File: src/stats_routing_pkg.sv
// Constants and carrier types for the link statistics and routing configuration bank
package stats_routing_pkg;

	// ----------------------------------------
	// Register selectors
	// ----------------------------------------
	localparam logic [3:0] SEL_TX_BYTE    = 4'h0;
	localparam logic [3:0] SEL_RX_ERROR   = 4'h1;
	localparam logic [3:0] SEL_GOOD_FRAME = 4'h2;
	localparam logic [3:0] SEL_ACK_TMO    = 4'h3;
	localparam logic [3:0] SEL_RETRY_EXH  = 4'h4;
	localparam logic [3:0] SEL_ACKED_UNI  = 4'h5;
	localparam logic [3:0] SEL_SIGNAL     = 4'h6;
	localparam logic [3:0] SEL_UNI_TMO    = 4'h7;
	localparam logic [3:0] SEL_BC_TMO     = 4'h8;
	localparam logic [3:0] SEL_OPTIONS    = 4'h9;
	localparam logic [3:0] SEL_HOP_LIMIT  = 4'hA;

	// ----------------------------------------
	// Widths, limits and reset values
	// ----------------------------------------
	localparam int          NUM_COUNTERS    = 6;
	localparam logic [15:0] COUNT_MAX       = 16'hFFFF;
	localparam logic [15:0] COUNT_RESET     = 16'h0000;
	localparam logic [7:0]  SIGNAL_RESET    = 8'h00;
	localparam logic [15:0] UNI_TMO_RESET   = 16'h00CF;
	localparam logic [15:0] BC_TMO_RESET    = 16'h01BE;
	localparam logic [2:0]  OPTIONS_RESET   = 3'h0;
	localparam logic [2:0]  OPTIONS_MAX     = 3'h6;
	localparam logic [5:0]  HOP_LIMIT_RESET = 6'h00;
	localparam logic [5:0]  HOP_MAX         = 6'h20;

	// ----------------------------------------
	// Messaging option bit positions
	// ----------------------------------------
	localparam int OPT_COORD   = 0;
	localparam int OPT_NOROUTE = 1;
	localparam int OPT_POLL    = 2;

	// ----------------------------------------
	// Poll timing
	// ----------------------------------------
	localparam int CLK_HZ       = 40_000_000;
	localparam int POLL_MS      = 100;
	localparam int POLL_CYCLES  = (CLK_HZ / 1000) * POLL_MS;

	// ----------------------------------------
	// Carrier types
	// ----------------------------------------
	typedef struct packed {
		logic        valid;
		logic        write;
		logic [3:0]  sel;
		logic [15:0] wdata;
	} host_cmd_type;

	typedef struct packed {
		logic        valid;
		logic        error;
		logic [15:0] rdata;
	} host_rsp_type;

	// Bit order matches counter index order of the selectors
	typedef struct packed {
		logic acked_unicast;
		logic retry_exhausted;
		logic ack_timeout;
		logic good_frame;
		logic rx_error;
		logic tx_byte;
	} mac_event_type;

	typedef struct packed {
		logic        valid;
		logic [7:0]  magnitude;
	} rssi_sample_type;

	typedef struct packed {
		logic        update;
		logic [15:0] unicast_ms;
		logic [15:0] broadcast_ms;
	} hop_timeout_type;

endpackage

File: src/mac_link_statistics_and_routing_config.sv
// Link statistics counters and messaging configuration bank with host command port
`timescale 1ns/10ps
module mac_link_statistics_and_routing_config
	import stats_routing_pkg::*;
#(
	parameter int POLL_PERIOD_CYCLES = POLL_CYCLES
)(
	input  wire logic            clk_sys,
	input  wire logic            reset_n,
	input  wire logic            clk_en,
	input  wire host_cmd_type    host_cmd,
	output host_rsp_type         host_rsp,
	input  wire mac_event_type   mac_event,
	input  wire rssi_sample_type rssi_sample,
	input  wire hop_timeout_type hop_timeout,
	input  wire logic [5:0]      network_hop_count,
	input  wire logic            broadcast_received,
	input  wire logic            poll_request_from_end,
	output logic                 repeat_broadcast,
	output logic                 route_enable,
	output logic                 hold_p2mp_unicast,
	output logic                 release_p2mp_unicast,
	output logic                 poll_send,
	output logic [5:0]           broadcast_hop_effective
);

	// ----------------------------------------
	// Helper functions
	// ----------------------------------------
	function automatic logic [15:0] sat_inc(input logic [15:0] v);
		sat_inc = (v == COUNT_MAX) ? v : 16'(v + 16'h0001);
	endfunction

	function automatic logic [15:0] wrap_inc(input logic [15:0] v);
		wrap_inc = 16'(v + 16'h0001);
	endfunction

	// ----------------------------------------
	// State
	// ----------------------------------------
	logic [15:0] counts [NUM_COUNTERS];
	logic [7:0]  last_signal_strength;
	logic [15:0] unicast_hop_timeout;
	logic [15:0] broadcast_hop_timeout;
	logic [2:0]  messaging_options;
	logic [5:0]  broadcast_hop_limit;
	logic [31:0] poll_timer;

	// ----------------------------------------
	// Command decode
	// ----------------------------------------
	wire         do_write   = host_cmd.valid & host_cmd.write;
	wire         sel_count  = host_cmd.sel < 4'(NUM_COUNTERS);
	wire         sel_opts   = host_cmd.sel == SEL_OPTIONS;
	wire         sel_hops   = host_cmd.sel == SEL_HOP_LIMIT;
	wire [2:0]   opts_value = host_cmd.wdata[2:0];

	// Options outside 0..6 or with coordinator and poller both set are refused
	wire opts_bad = (host_cmd.wdata > 16'(OPTIONS_MAX))
		| (opts_value[OPT_COORD] & opts_value[OPT_POLL]);
	wire hops_bad = host_cmd.wdata > 16'(HOP_MAX);

	wire wr_opts_ok = do_write & sel_opts & ~opts_bad;
	wire wr_hops_ok = do_write & sel_hops & ~hops_bad;

	// Read-only, unmapped or out-of-range writes answer with an error
	wire write_err = do_write & ~sel_count
		& ~(sel_opts & ~opts_bad) & ~(sel_hops & ~hops_bad);
	wire read_err  = host_cmd.valid & ~host_cmd.write & (host_cmd.sel > SEL_HOP_LIMIT);

	logic [15:0] read_mux;
	always_comb begin
		read_mux = 16'h0000;
		case (host_cmd.sel)
			SEL_SIGNAL:    read_mux = {8'h00, last_signal_strength};
			SEL_UNI_TMO:   read_mux = unicast_hop_timeout;
			SEL_BC_TMO:    read_mux = broadcast_hop_timeout;
			SEL_OPTIONS:   read_mux = {13'h0, messaging_options};
			SEL_HOP_LIMIT: read_mux = {10'h0, broadcast_hop_limit};
			default: begin
				if (sel_count) begin
					read_mux = counts[host_cmd.sel[2:0]];
				end
			end
		endcase
	end

	// ----------------------------------------
	// Statistics counters
	// ----------------------------------------
	// A host load wins over an event in the same cycle, so the written value sticks
	always_ff @(posedge clk_sys or negedge reset_n) begin
		if (!reset_n) begin
			for (int i = 0; i < NUM_COUNTERS; i++) begin
				counts[i] <= COUNT_RESET;
			end
		end else if (clk_en) begin
			for (int i = 0; i < NUM_COUNTERS; i++) begin
				if (do_write && host_cmd.sel == 4'(i)) begin
					counts[i] <= host_cmd.wdata;
				end else if (mac_event[i]) begin
					if (i == 0) begin
						counts[i] <= wrap_inc(counts[i]);
					end else begin
						counts[i] <= sat_inc(counts[i]);
					end
				end
			end
		end
	end

	// ----------------------------------------
	// Signal strength and hop timeouts
	// ----------------------------------------
	// The MAC hands over only the final hop's measurement; no path averaging
	always_ff @(posedge clk_sys or negedge reset_n) begin
		if (!reset_n) begin
			last_signal_strength <= SIGNAL_RESET;
		end else if (clk_en && rssi_sample.valid) begin
			last_signal_strength <= rssi_sample.magnitude;
		end
	end

	always_ff @(posedge clk_sys or negedge reset_n) begin
		if (!reset_n) begin
			unicast_hop_timeout   <= UNI_TMO_RESET;
			broadcast_hop_timeout <= BC_TMO_RESET;
		end else if (clk_en && hop_timeout.update) begin
			unicast_hop_timeout   <= hop_timeout.unicast_ms;
			broadcast_hop_timeout <= hop_timeout.broadcast_ms;
		end
	end

	// ----------------------------------------
	// Messaging configuration
	// ----------------------------------------
	always_ff @(posedge clk_sys or negedge reset_n) begin
		if (!reset_n) begin
			messaging_options   <= OPTIONS_RESET;
			broadcast_hop_limit <= HOP_LIMIT_RESET;
		end else if (clk_en) begin
			if (wr_opts_ok) begin
				messaging_options <= opts_value;
			end
			if (wr_hops_ok) begin
				broadcast_hop_limit <= host_cmd.wdata[5:0];
			end
		end
	end

	// ----------------------------------------
	// Host answer
	// ----------------------------------------
	always_ff @(posedge clk_sys or negedge reset_n) begin
		if (!reset_n) begin
			host_rsp <= '0;
		end else if (clk_en) begin
			host_rsp.valid <= host_cmd.valid;
			host_rsp.error <= write_err | read_err;
			host_rsp.rdata <= (host_cmd.valid & ~host_cmd.write) ? read_mux : 16'h0000;
		end
	end

	// ----------------------------------------
	// Routing and indirect messaging
	// ----------------------------------------
	assign route_enable         = ~messaging_options[OPT_NOROUTE];
	assign repeat_broadcast     = broadcast_received & route_enable;
	assign hold_p2mp_unicast    = messaging_options[OPT_COORD];
	assign release_p2mp_unicast = hold_p2mp_unicast & poll_request_from_end;

	// Zero asks for the widest radius, which is then bounded by the network hop count.
	// The hop count itself only caps this value; it never stops a route.
	wire [5:0] nh_clamped = (network_hop_count > HOP_MAX) ? HOP_MAX : network_hop_count;
	wire       use_nh     = (broadcast_hop_limit == 6'h00) | (broadcast_hop_limit > nh_clamped);
	always_ff @(posedge clk_sys or negedge reset_n) begin
		if (!reset_n) begin
			broadcast_hop_effective <= HOP_LIMIT_RESET;
		end else if (clk_en) begin
			broadcast_hop_effective <= use_nh ? nh_clamped : broadcast_hop_limit;
		end
	end

	// ----------------------------------------
	// Poll timer
	// ----------------------------------------
	// Timer restarts whenever polling is off, so the first poll comes one period after enable
	wire poll_on   = messaging_options[OPT_POLL];
	wire poll_done = poll_timer >= 32'(POLL_PERIOD_CYCLES - 1);
	always_ff @(posedge clk_sys or negedge reset_n) begin
		if (!reset_n) begin
			poll_timer <= 32'h00000000;
			poll_send  <= 1'b0;
		end else if (clk_en) begin
			poll_send <= poll_on & poll_done;
			if (!poll_on || poll_done) begin
				poll_timer <= 32'h00000000;
			end else begin
				poll_timer <= 32'(poll_timer + 32'h00000001);
			end
		end
	end

endmodule

File: config.mk
export PLATFORM = sky130hd
export DESIGN_NAME = mac_link_statistics_and_routing_config
export DESIGN_NICKNAME = d
export VERILOG_FILES = /design/src/stats_routing_pkg.sv /design/src/mac_link_statistics_and_routing_config.sv
export SDC_FILE = /design/constraint.sdc
export NUM_CORES = 1
export LEC_CHECK = 0
export BUFFER_PORTS_ARGS = -buffer_cell sky130_fd_sc_hd__buf_2
export CAP_MARGIN = 20
export CORE_ASPECT_RATIO = 0.75
export CORE_UTILIZATION = 40
export CTS_BUF_LIST = sky130_fd_sc_hd__clkbuf_8
export DETAILED_ROUTE_END_ITERATION = 10
export PLACE_DENSITY = 0.64
export SKIP_CTS_REPAIR_TIMING = 1
export SYNTH_ARGS = -nofsm -noshare
export SYNTH_HDL_FRONTEND = slang
export SYNTH_SLANG_ARGS = --single-unit
export TNS_END_PERCENT = 20
File: constraint.sdc
create_clock -name clk_sys -period 4 [get_ports clk_sys]
set_input_delay 0.8 -clock clk_sys [delete_from_list [all_inputs] [get_ports clk_sys]]
set_output_delay 0.8 -clock clk_sys [all_outputs]
set_load 0.02 [all_outputs]
=== Word-level counts from Yosys, hierarchy flattened ===
Index checks and enable logic that the tools add are counted.
Widths: inputs -> output; s select.

* Register bits after elaboration: 202
* Bits of input ports: 81
* Output and inout port bits: 29
* Word-level logic and storage cells: 131

* Add/sub/neg operators: 7
* Magnitude comparators: 8
* Equal/unequal tests: 20
* Muxes and demuxes: 26
* Bitwise gates (word level): 27
* Reduce and logical (&&, ||, !) cells: 26

{| class="wikitable"
|+ Operators by type and width
! operator !! number
|-
| $mux 16 || 21
|-
| $add 16x1->16 const B || 6
|-
| $eq 16x16->1 const B || 5
|-
| $pmux 16 s5 || 1
|-
| $bmux 16 s3 || 1
|-
| $add 32x1->32 const B || 1
|-
| $ge 32x22->1 const B || 1
|-
| $mux 32 || 1
|-
| $and 1x1->1 || 16
|-
| $eq 4x3->1 const B || 4
|-
| $gt 16x3->1 const B || 1
|-
| $gt 16x6->1 const B || 1
|-
| $reduce_and 3->1 || 5
|-
| $eq 4x4->1 const B || 3
|-
| $mux 6 || 2
|-
| $reduce_bool 2->1 || 6
|-
| $ne 2x2->1 const B || 5
|-
| $eq 4x2->1 const B || 2
|-
| $logic_and 1x1->1 || 8
|-
| $not 1->1 || 7
|-
| $gt 6x6->1 || 1
|-
| $gt 6x6->1 const B || 1
|-
| $logic_not 6->1 || 1
|-
| $reduce_and 2->1 || 3
|-
| 9 further kinds || 11
|}

=== Logic depth before layout (Yosys ltp) ===
* Word-level depth: 8
* Mapped depth: 9
* Gate-level depth less buffers: 8

=== Worst setup path before layout ===
OpenSTA, ideal clock, no wires.

* Kind: input -> register
* Start: input network_hop_count[5]
* End: register broadcast_hop_effective[0]
* Setup time: 0.126 ns
* Data arrival time: 2.467 ns
* Data required time: 3.874 ns
* Path slack: 1.407 ns
* Stages on the path: 8
* Path buffers: 0
* Path through: inv_1 > nand2_1 > ha_1 > a211oi_1 > nor2_1 > o32ai_1 > a21oi_1 > a221o_1

* Cells in the longest elaborated chain, start to end: 5

{| class="wikitable"
|+ RTL lines
! element !! RTL line !! text
|-
| from (decl) || mac_link_statistics_and_routing_config.sv:16 || <nowiki>input wire logic [5:0] network_hop_count,</nowiki>
|-
| $gt 6x6->1 || mac_link_statistics_and_routing_config.sv:174 || <nowiki>wire [5:0] nh_clamped = (network_hop_count > HOP_MAX) ? HOP_MAX : network_hop_count;</nowiki>
|-
| $mux 6 * || mac_link_statistics_and_routing_config.sv:174 ||
|-
| $gt 6x6->1 || mac_link_statistics_and_routing_config.sv:175 || <nowiki>wire use_nh = (broadcast_hop_limit == 6'h00) | (broadcast_hop_limit > nh_clamped);</nowiki>
|-
| $or 1x1->1 || mac_link_statistics_and_routing_config.sv:175 ||
|-
| $mux 6 * || mac_link_statistics_and_routing_config.sv:180 || <nowiki>broadcast_hop_effective <= use_nh ? nh_clamped : broadcast_hop_limit;</nowiki>
|-
| to (signal assigned) || mac_link_statistics_and_routing_config.sv:180 ||
|-
| to (decl) || mac_link_statistics_and_routing_config.sv:24 || <nowiki>output logic [5:0] broadcast_hop_effective</nowiki>
|}

Mark *: on every way between the ends. The rest lies on a longest branch, timed or not.
A chain may end at the register's enable or synchronous reset.

=== Final worst setup path ===
* Start: input host_cmd[16] (netlist name)
* End: register counts[37] (netlist name)

* Cells in the longest elaborated chain, start to end: 4
* Elaborated cells between the ends (all ways): 6
* Those cells by class: eq/ne (2); mux (1); reduce/logical (3)

{| class="wikitable"
|+ RTL lines
! element !! RTL line !! text
|-
| from (decl) || mac_link_statistics_and_routing_config.sv:11 || <nowiki>input wire host_cmd_type host_cmd,</nowiki>
|-
| $eq 4x2->1 * || mac_link_statistics_and_routing_config.sv:99 || <nowiki>if (do_write && host_cmd.sel == 4'(i)) begin</nowiki>
|-
| $logic_and 1x1->1 * || mac_link_statistics_and_routing_config.sv:99 ||
|-
| $ne 2x2->1 (no source line) / $reduce_bool 2->1 (equally long branches) || -- ||
|-
| $reduce_and 3->1 (no source line) || -- ||
|-
| to (signal, indexed assignment) || mac_link_statistics_and_routing_config.sv:100 || <nowiki>counts[i] <= host_cmd.wdata;</nowiki>
|-
| to (signal, indexed assignment) || mac_link_statistics_and_routing_config.sv:103 || <nowiki>counts[i] <= wrap_inc(counts[i]);</nowiki>
|-
| to (signal, indexed assignment) || mac_link_statistics_and_routing_config.sv:105 || <nowiki>counts[i] <= sat_inc(counts[i]);</nowiki>
|-
| to (decl) || mac_link_statistics_and_routing_config.sv:41 || <nowiki>logic [15:0] counts [NUM_COUNTERS];</nowiki>
|}

Marks and branches as above.

==> metrics.cfg <==
[clock_network]
h-tree-depth=2
clock_insertion_delay_worst_skew_ps=560
clock_pin_slew_of_the_registers_on_the_worst_case_setup_and_hold_paths_ps=60
cts_made_buffers=36
tritoncts_sinks=202
max-clock-path-buffers=3
tritoncts=yes
cts-root-buf=sky130_fd_sc_hd__clkbuf_8

[setup_path]
crit_path_max_incr_delay_ps=490
worst-setup-path-type=in2reg
crit_path_max_fanout=25
crit_arrival_ps=3080
timing.critical_path.mode_cell=sky130_fd_sc_hd__buf_4
worstPathCellList=buf_2, buf_4, and2_1, nand2_1, buf_4, a311oi_1, buf_4, o21a_1, nor3_1
crit_path_end_kind=register
cp.required_ps=4420
slowest_stage=sky130_fd_sc_hd__buf_2
critPathLaunchType=primary input

[place]
gp_routability_congestion=0.947
preCtsSetupSlack_ps=862
placement.io_buffers=109
dp_hpwl_mm=29.4
post-place-cells=1752

[floorplanning]
top_level_ports=110
core_region_area_sq_mm=0.0302
num_rows=55
initial_utilization=0.407
die_w_um=204
chipHeight_um=154
dieArea_sq_mm=0.0314

[layout]
final_cells=1816
layout-drive-gt1-share=0.203
fill_cells=2893
flow.area_growth_from_synthesis_pct=12.5
regArea_sq_mm=0.00507
multi_input_area_sq_mm=0.00662
final_net_count=1485

[detailed_routing]
drt_first_iter_violations=1513
wl_per_cell_um=23.1
dr.pass1.iters=6
detail_route.drc_violations=0
final_wirelength_mm=41.9
viasPerCell=6.37
route.antenna.remaining_nets=0
vias=11568

[timing]
setup_repair_after_global_routing_missed_its_margin=no
finalSetupViolCount=0
post-route-min-period_ps=2650
setup_slack_ps=1350
slew-limit-headroom=0.349
finalSetupTns_ps=0
tightest_slew_ps=973
timing.clock.skew_ps=24.7
share_of_the_clock_period_used_by_the_worst_path_after_layout=0.663
hold_viol_final=0
timing.fmax_mhz=377
maxSlewViolCount=0

[synthesis]
synth_top_family_by_area=compound AO/OA/AOI/OAI gates
synthAdderAreaFrac=0.0132
ys_warn_count=0
synth_area_sq_mm=0.0123
yosys_register_bits=202
yosys.area_share.simple=0.184
avgSynthCellArea_sq_um=9.45
synthFlopType=sky130_fd_sc_hd__dfrtp_1
ys_types=89
synthesized_area_fraction_occupied_by_xor_and_xnor_cells=0.0164
mappedNetlistNets=1394
syn_inst=1300
synth-async-reset-ratio=1.00
multiplexer_area_fraction_after_synthesis=0.0910
synth_compound_area_frac=0.235
synth-seq-area-share=0.413
synth_edf_count=0

[pwr]
power_per_cell_area_mw_per_mm2=431
ir_drop_v=0.000260
p_total_mw=5.95
leakagePower_nw=5.81

[grt]
grt_overflow_total=0
grt_start_max_net_pins=99
global_route_wire_length_before_repair_mm=64.2
first_global_vias=10758
track_usage=0.266
antenna_found_initial=1

[job]
maxCapViolCount=0

[status]
outcome=complete, no violations

[worst_hold_path]
hp-class=in2async

==> per-layer routing <==
metal / up-vias / global-route usage / share of wire
met1: 5585 / 0.404 / 0.45
li1: 5177 / - / -
met4: 0 / 0.0714 / 0.026
met2: 700 / 0.348 / 0.39
met5: - / 0 / 0
met3: 106 / 0.0971 / 0.14
==> stage by stage <==
stage / cell area [sq um] / utilization / hold WS, ps
finish: 13800 / 0.457 / 319
floorplan: 12300 / - / 471
global placement: 13100 / 0.435 / 464
global route: 13800 / 0.457 / 367
CTS: 13800 / 0.457 / 334
detailed placement: 13100 / 0.435 / 473
==> kinds of logic after synthesis <==
family | Yosys count
adder cells (fa/ha/maj) | 13
AO/OA/AOI/OAI | 398
AND/OR/NAND/NOR | 453
multiplexers | 85
XOR/XNOR | 23
flip-flops | 202
buffers and inverters | 126
==> cell usage in the layout (no fill, tap or decap), types with 17 or more instances in the layout <==
cell type,synthesis,final
sky130_fd_sc_hd__nor2_1,96,96
sky130_fd_sc_hd__o22ai_1,33,33
sky130_fd_sc_hd__nand2_1,125,125
sky130_fd_sc_hd__xor2_1,18,18
sky130_fd_sc_hd__dfrtp_1,189,189
sky130_fd_sc_hd__nor3_1,28,28
sky130_fd_sc_hd__clkbuf_8,5,45
sky130_fd_sc_hd__mux2_2,53,53
sky130_fd_sc_hd__nand3_1,51,51
sky130_fd_sc_hd__a21oi_1,67,67
sky130_fd_sc_hd__and3_1,24,24
sky130_fd_sc_hd__o211ai_1,20,20
sky130_fd_sc_hd__nand4_1,36,36
sky130_fd_sc_hd__o21ai_0,62,62
sky130_fd_sc_hd__a22oi_1,18,18
sky130_fd_sc_hd__buf_2,20,108
sky130_fd_sc_hd__a31oi_1,17,17
sky130_fd_sc_hd__buf_4,2,27
sky130_fd_sc_hd__a211oi_1,21,21
sky130_fd_sc_hd__inv_1,41,56
==> synthesized netlist by cell type, drive strengths merged (16+ instances only) <==
cell type	instances	share of area
and3	25	0.013
xor2	18	0.013
a21oi	68	0.028
clkbuf	54	0.021
mux2i	16	0.013
a22oi	18	0.011
a31oi	17	0.0087
o21ai	64	0.027
nand4	36	0.018
o22ai	33	0.017
a211oi	21	0.013
nor2	98	0.030
nor3	28	0.011
mux4	16	0.029
nand3	52	0.022
dfrtp	189	0.39
nand2	126	0.039
buf	29	0.013
inv	41	0.013
o211ai	22	0.015
mux2	53	0.049
==> worst paths after layout <==
| check | start | end | slack [ps] | cells after the start |
|---|---|---|---|---|
| min in group clk_sys | hop_timeout[29] | unicast_hop_timeout[13] | 470 | 2 |
| worst max-delay path | host_cmd[16] | counts[37] | 1350 | 9 |
| max in group asynchronous | reset_n | broadcast_hop_timeout[8] | 2700 | 2 |
| worst min-delay path | reset_n | poll_timer[12] | 320 | 1 |
| worst min register to register | host_rsp[12] | host_rsp[12] | 500 | 1 |
| worst max register to register | counts[16] | counts[28] | 1380 | 6 |
==> flip-flops by register name (all words and copies together) (netlist names) <==
name	cells
last_signal_strength	8
poll_send	1
poll_timer	32
broadcast_hop_effective	6
broadcast_hop_limit	6
counts	96
host_rsp	18
messaging_options	3
unicast_hop_timeout	16
broadcast_hop_timeout	16
==> worst max-delay path: cells and delay by family <==
family,cells,cell delay (ps)
compound gates,2,370
buf+inv,4,1330
simple gates,3,580
==> power breakdown <==
group	internal, mW	switching [mW]
combinational	0.533	0.643
sequential	2.37	0.502
clock	0.992	0.913
total	3.89	2.06
==> layout make-up <==
class,count,area share
inverter,42,0.0114
clock buffer,44,0.0438
sequential,202,0.367
clock inverter,19,0.00589
timing repair buffer,137,0.0562
antenna,1,0.000181
tap,399,0.0361
multi-input combinational,972,0.479
No activity file was read; power rests on OpenSTA's default activity.
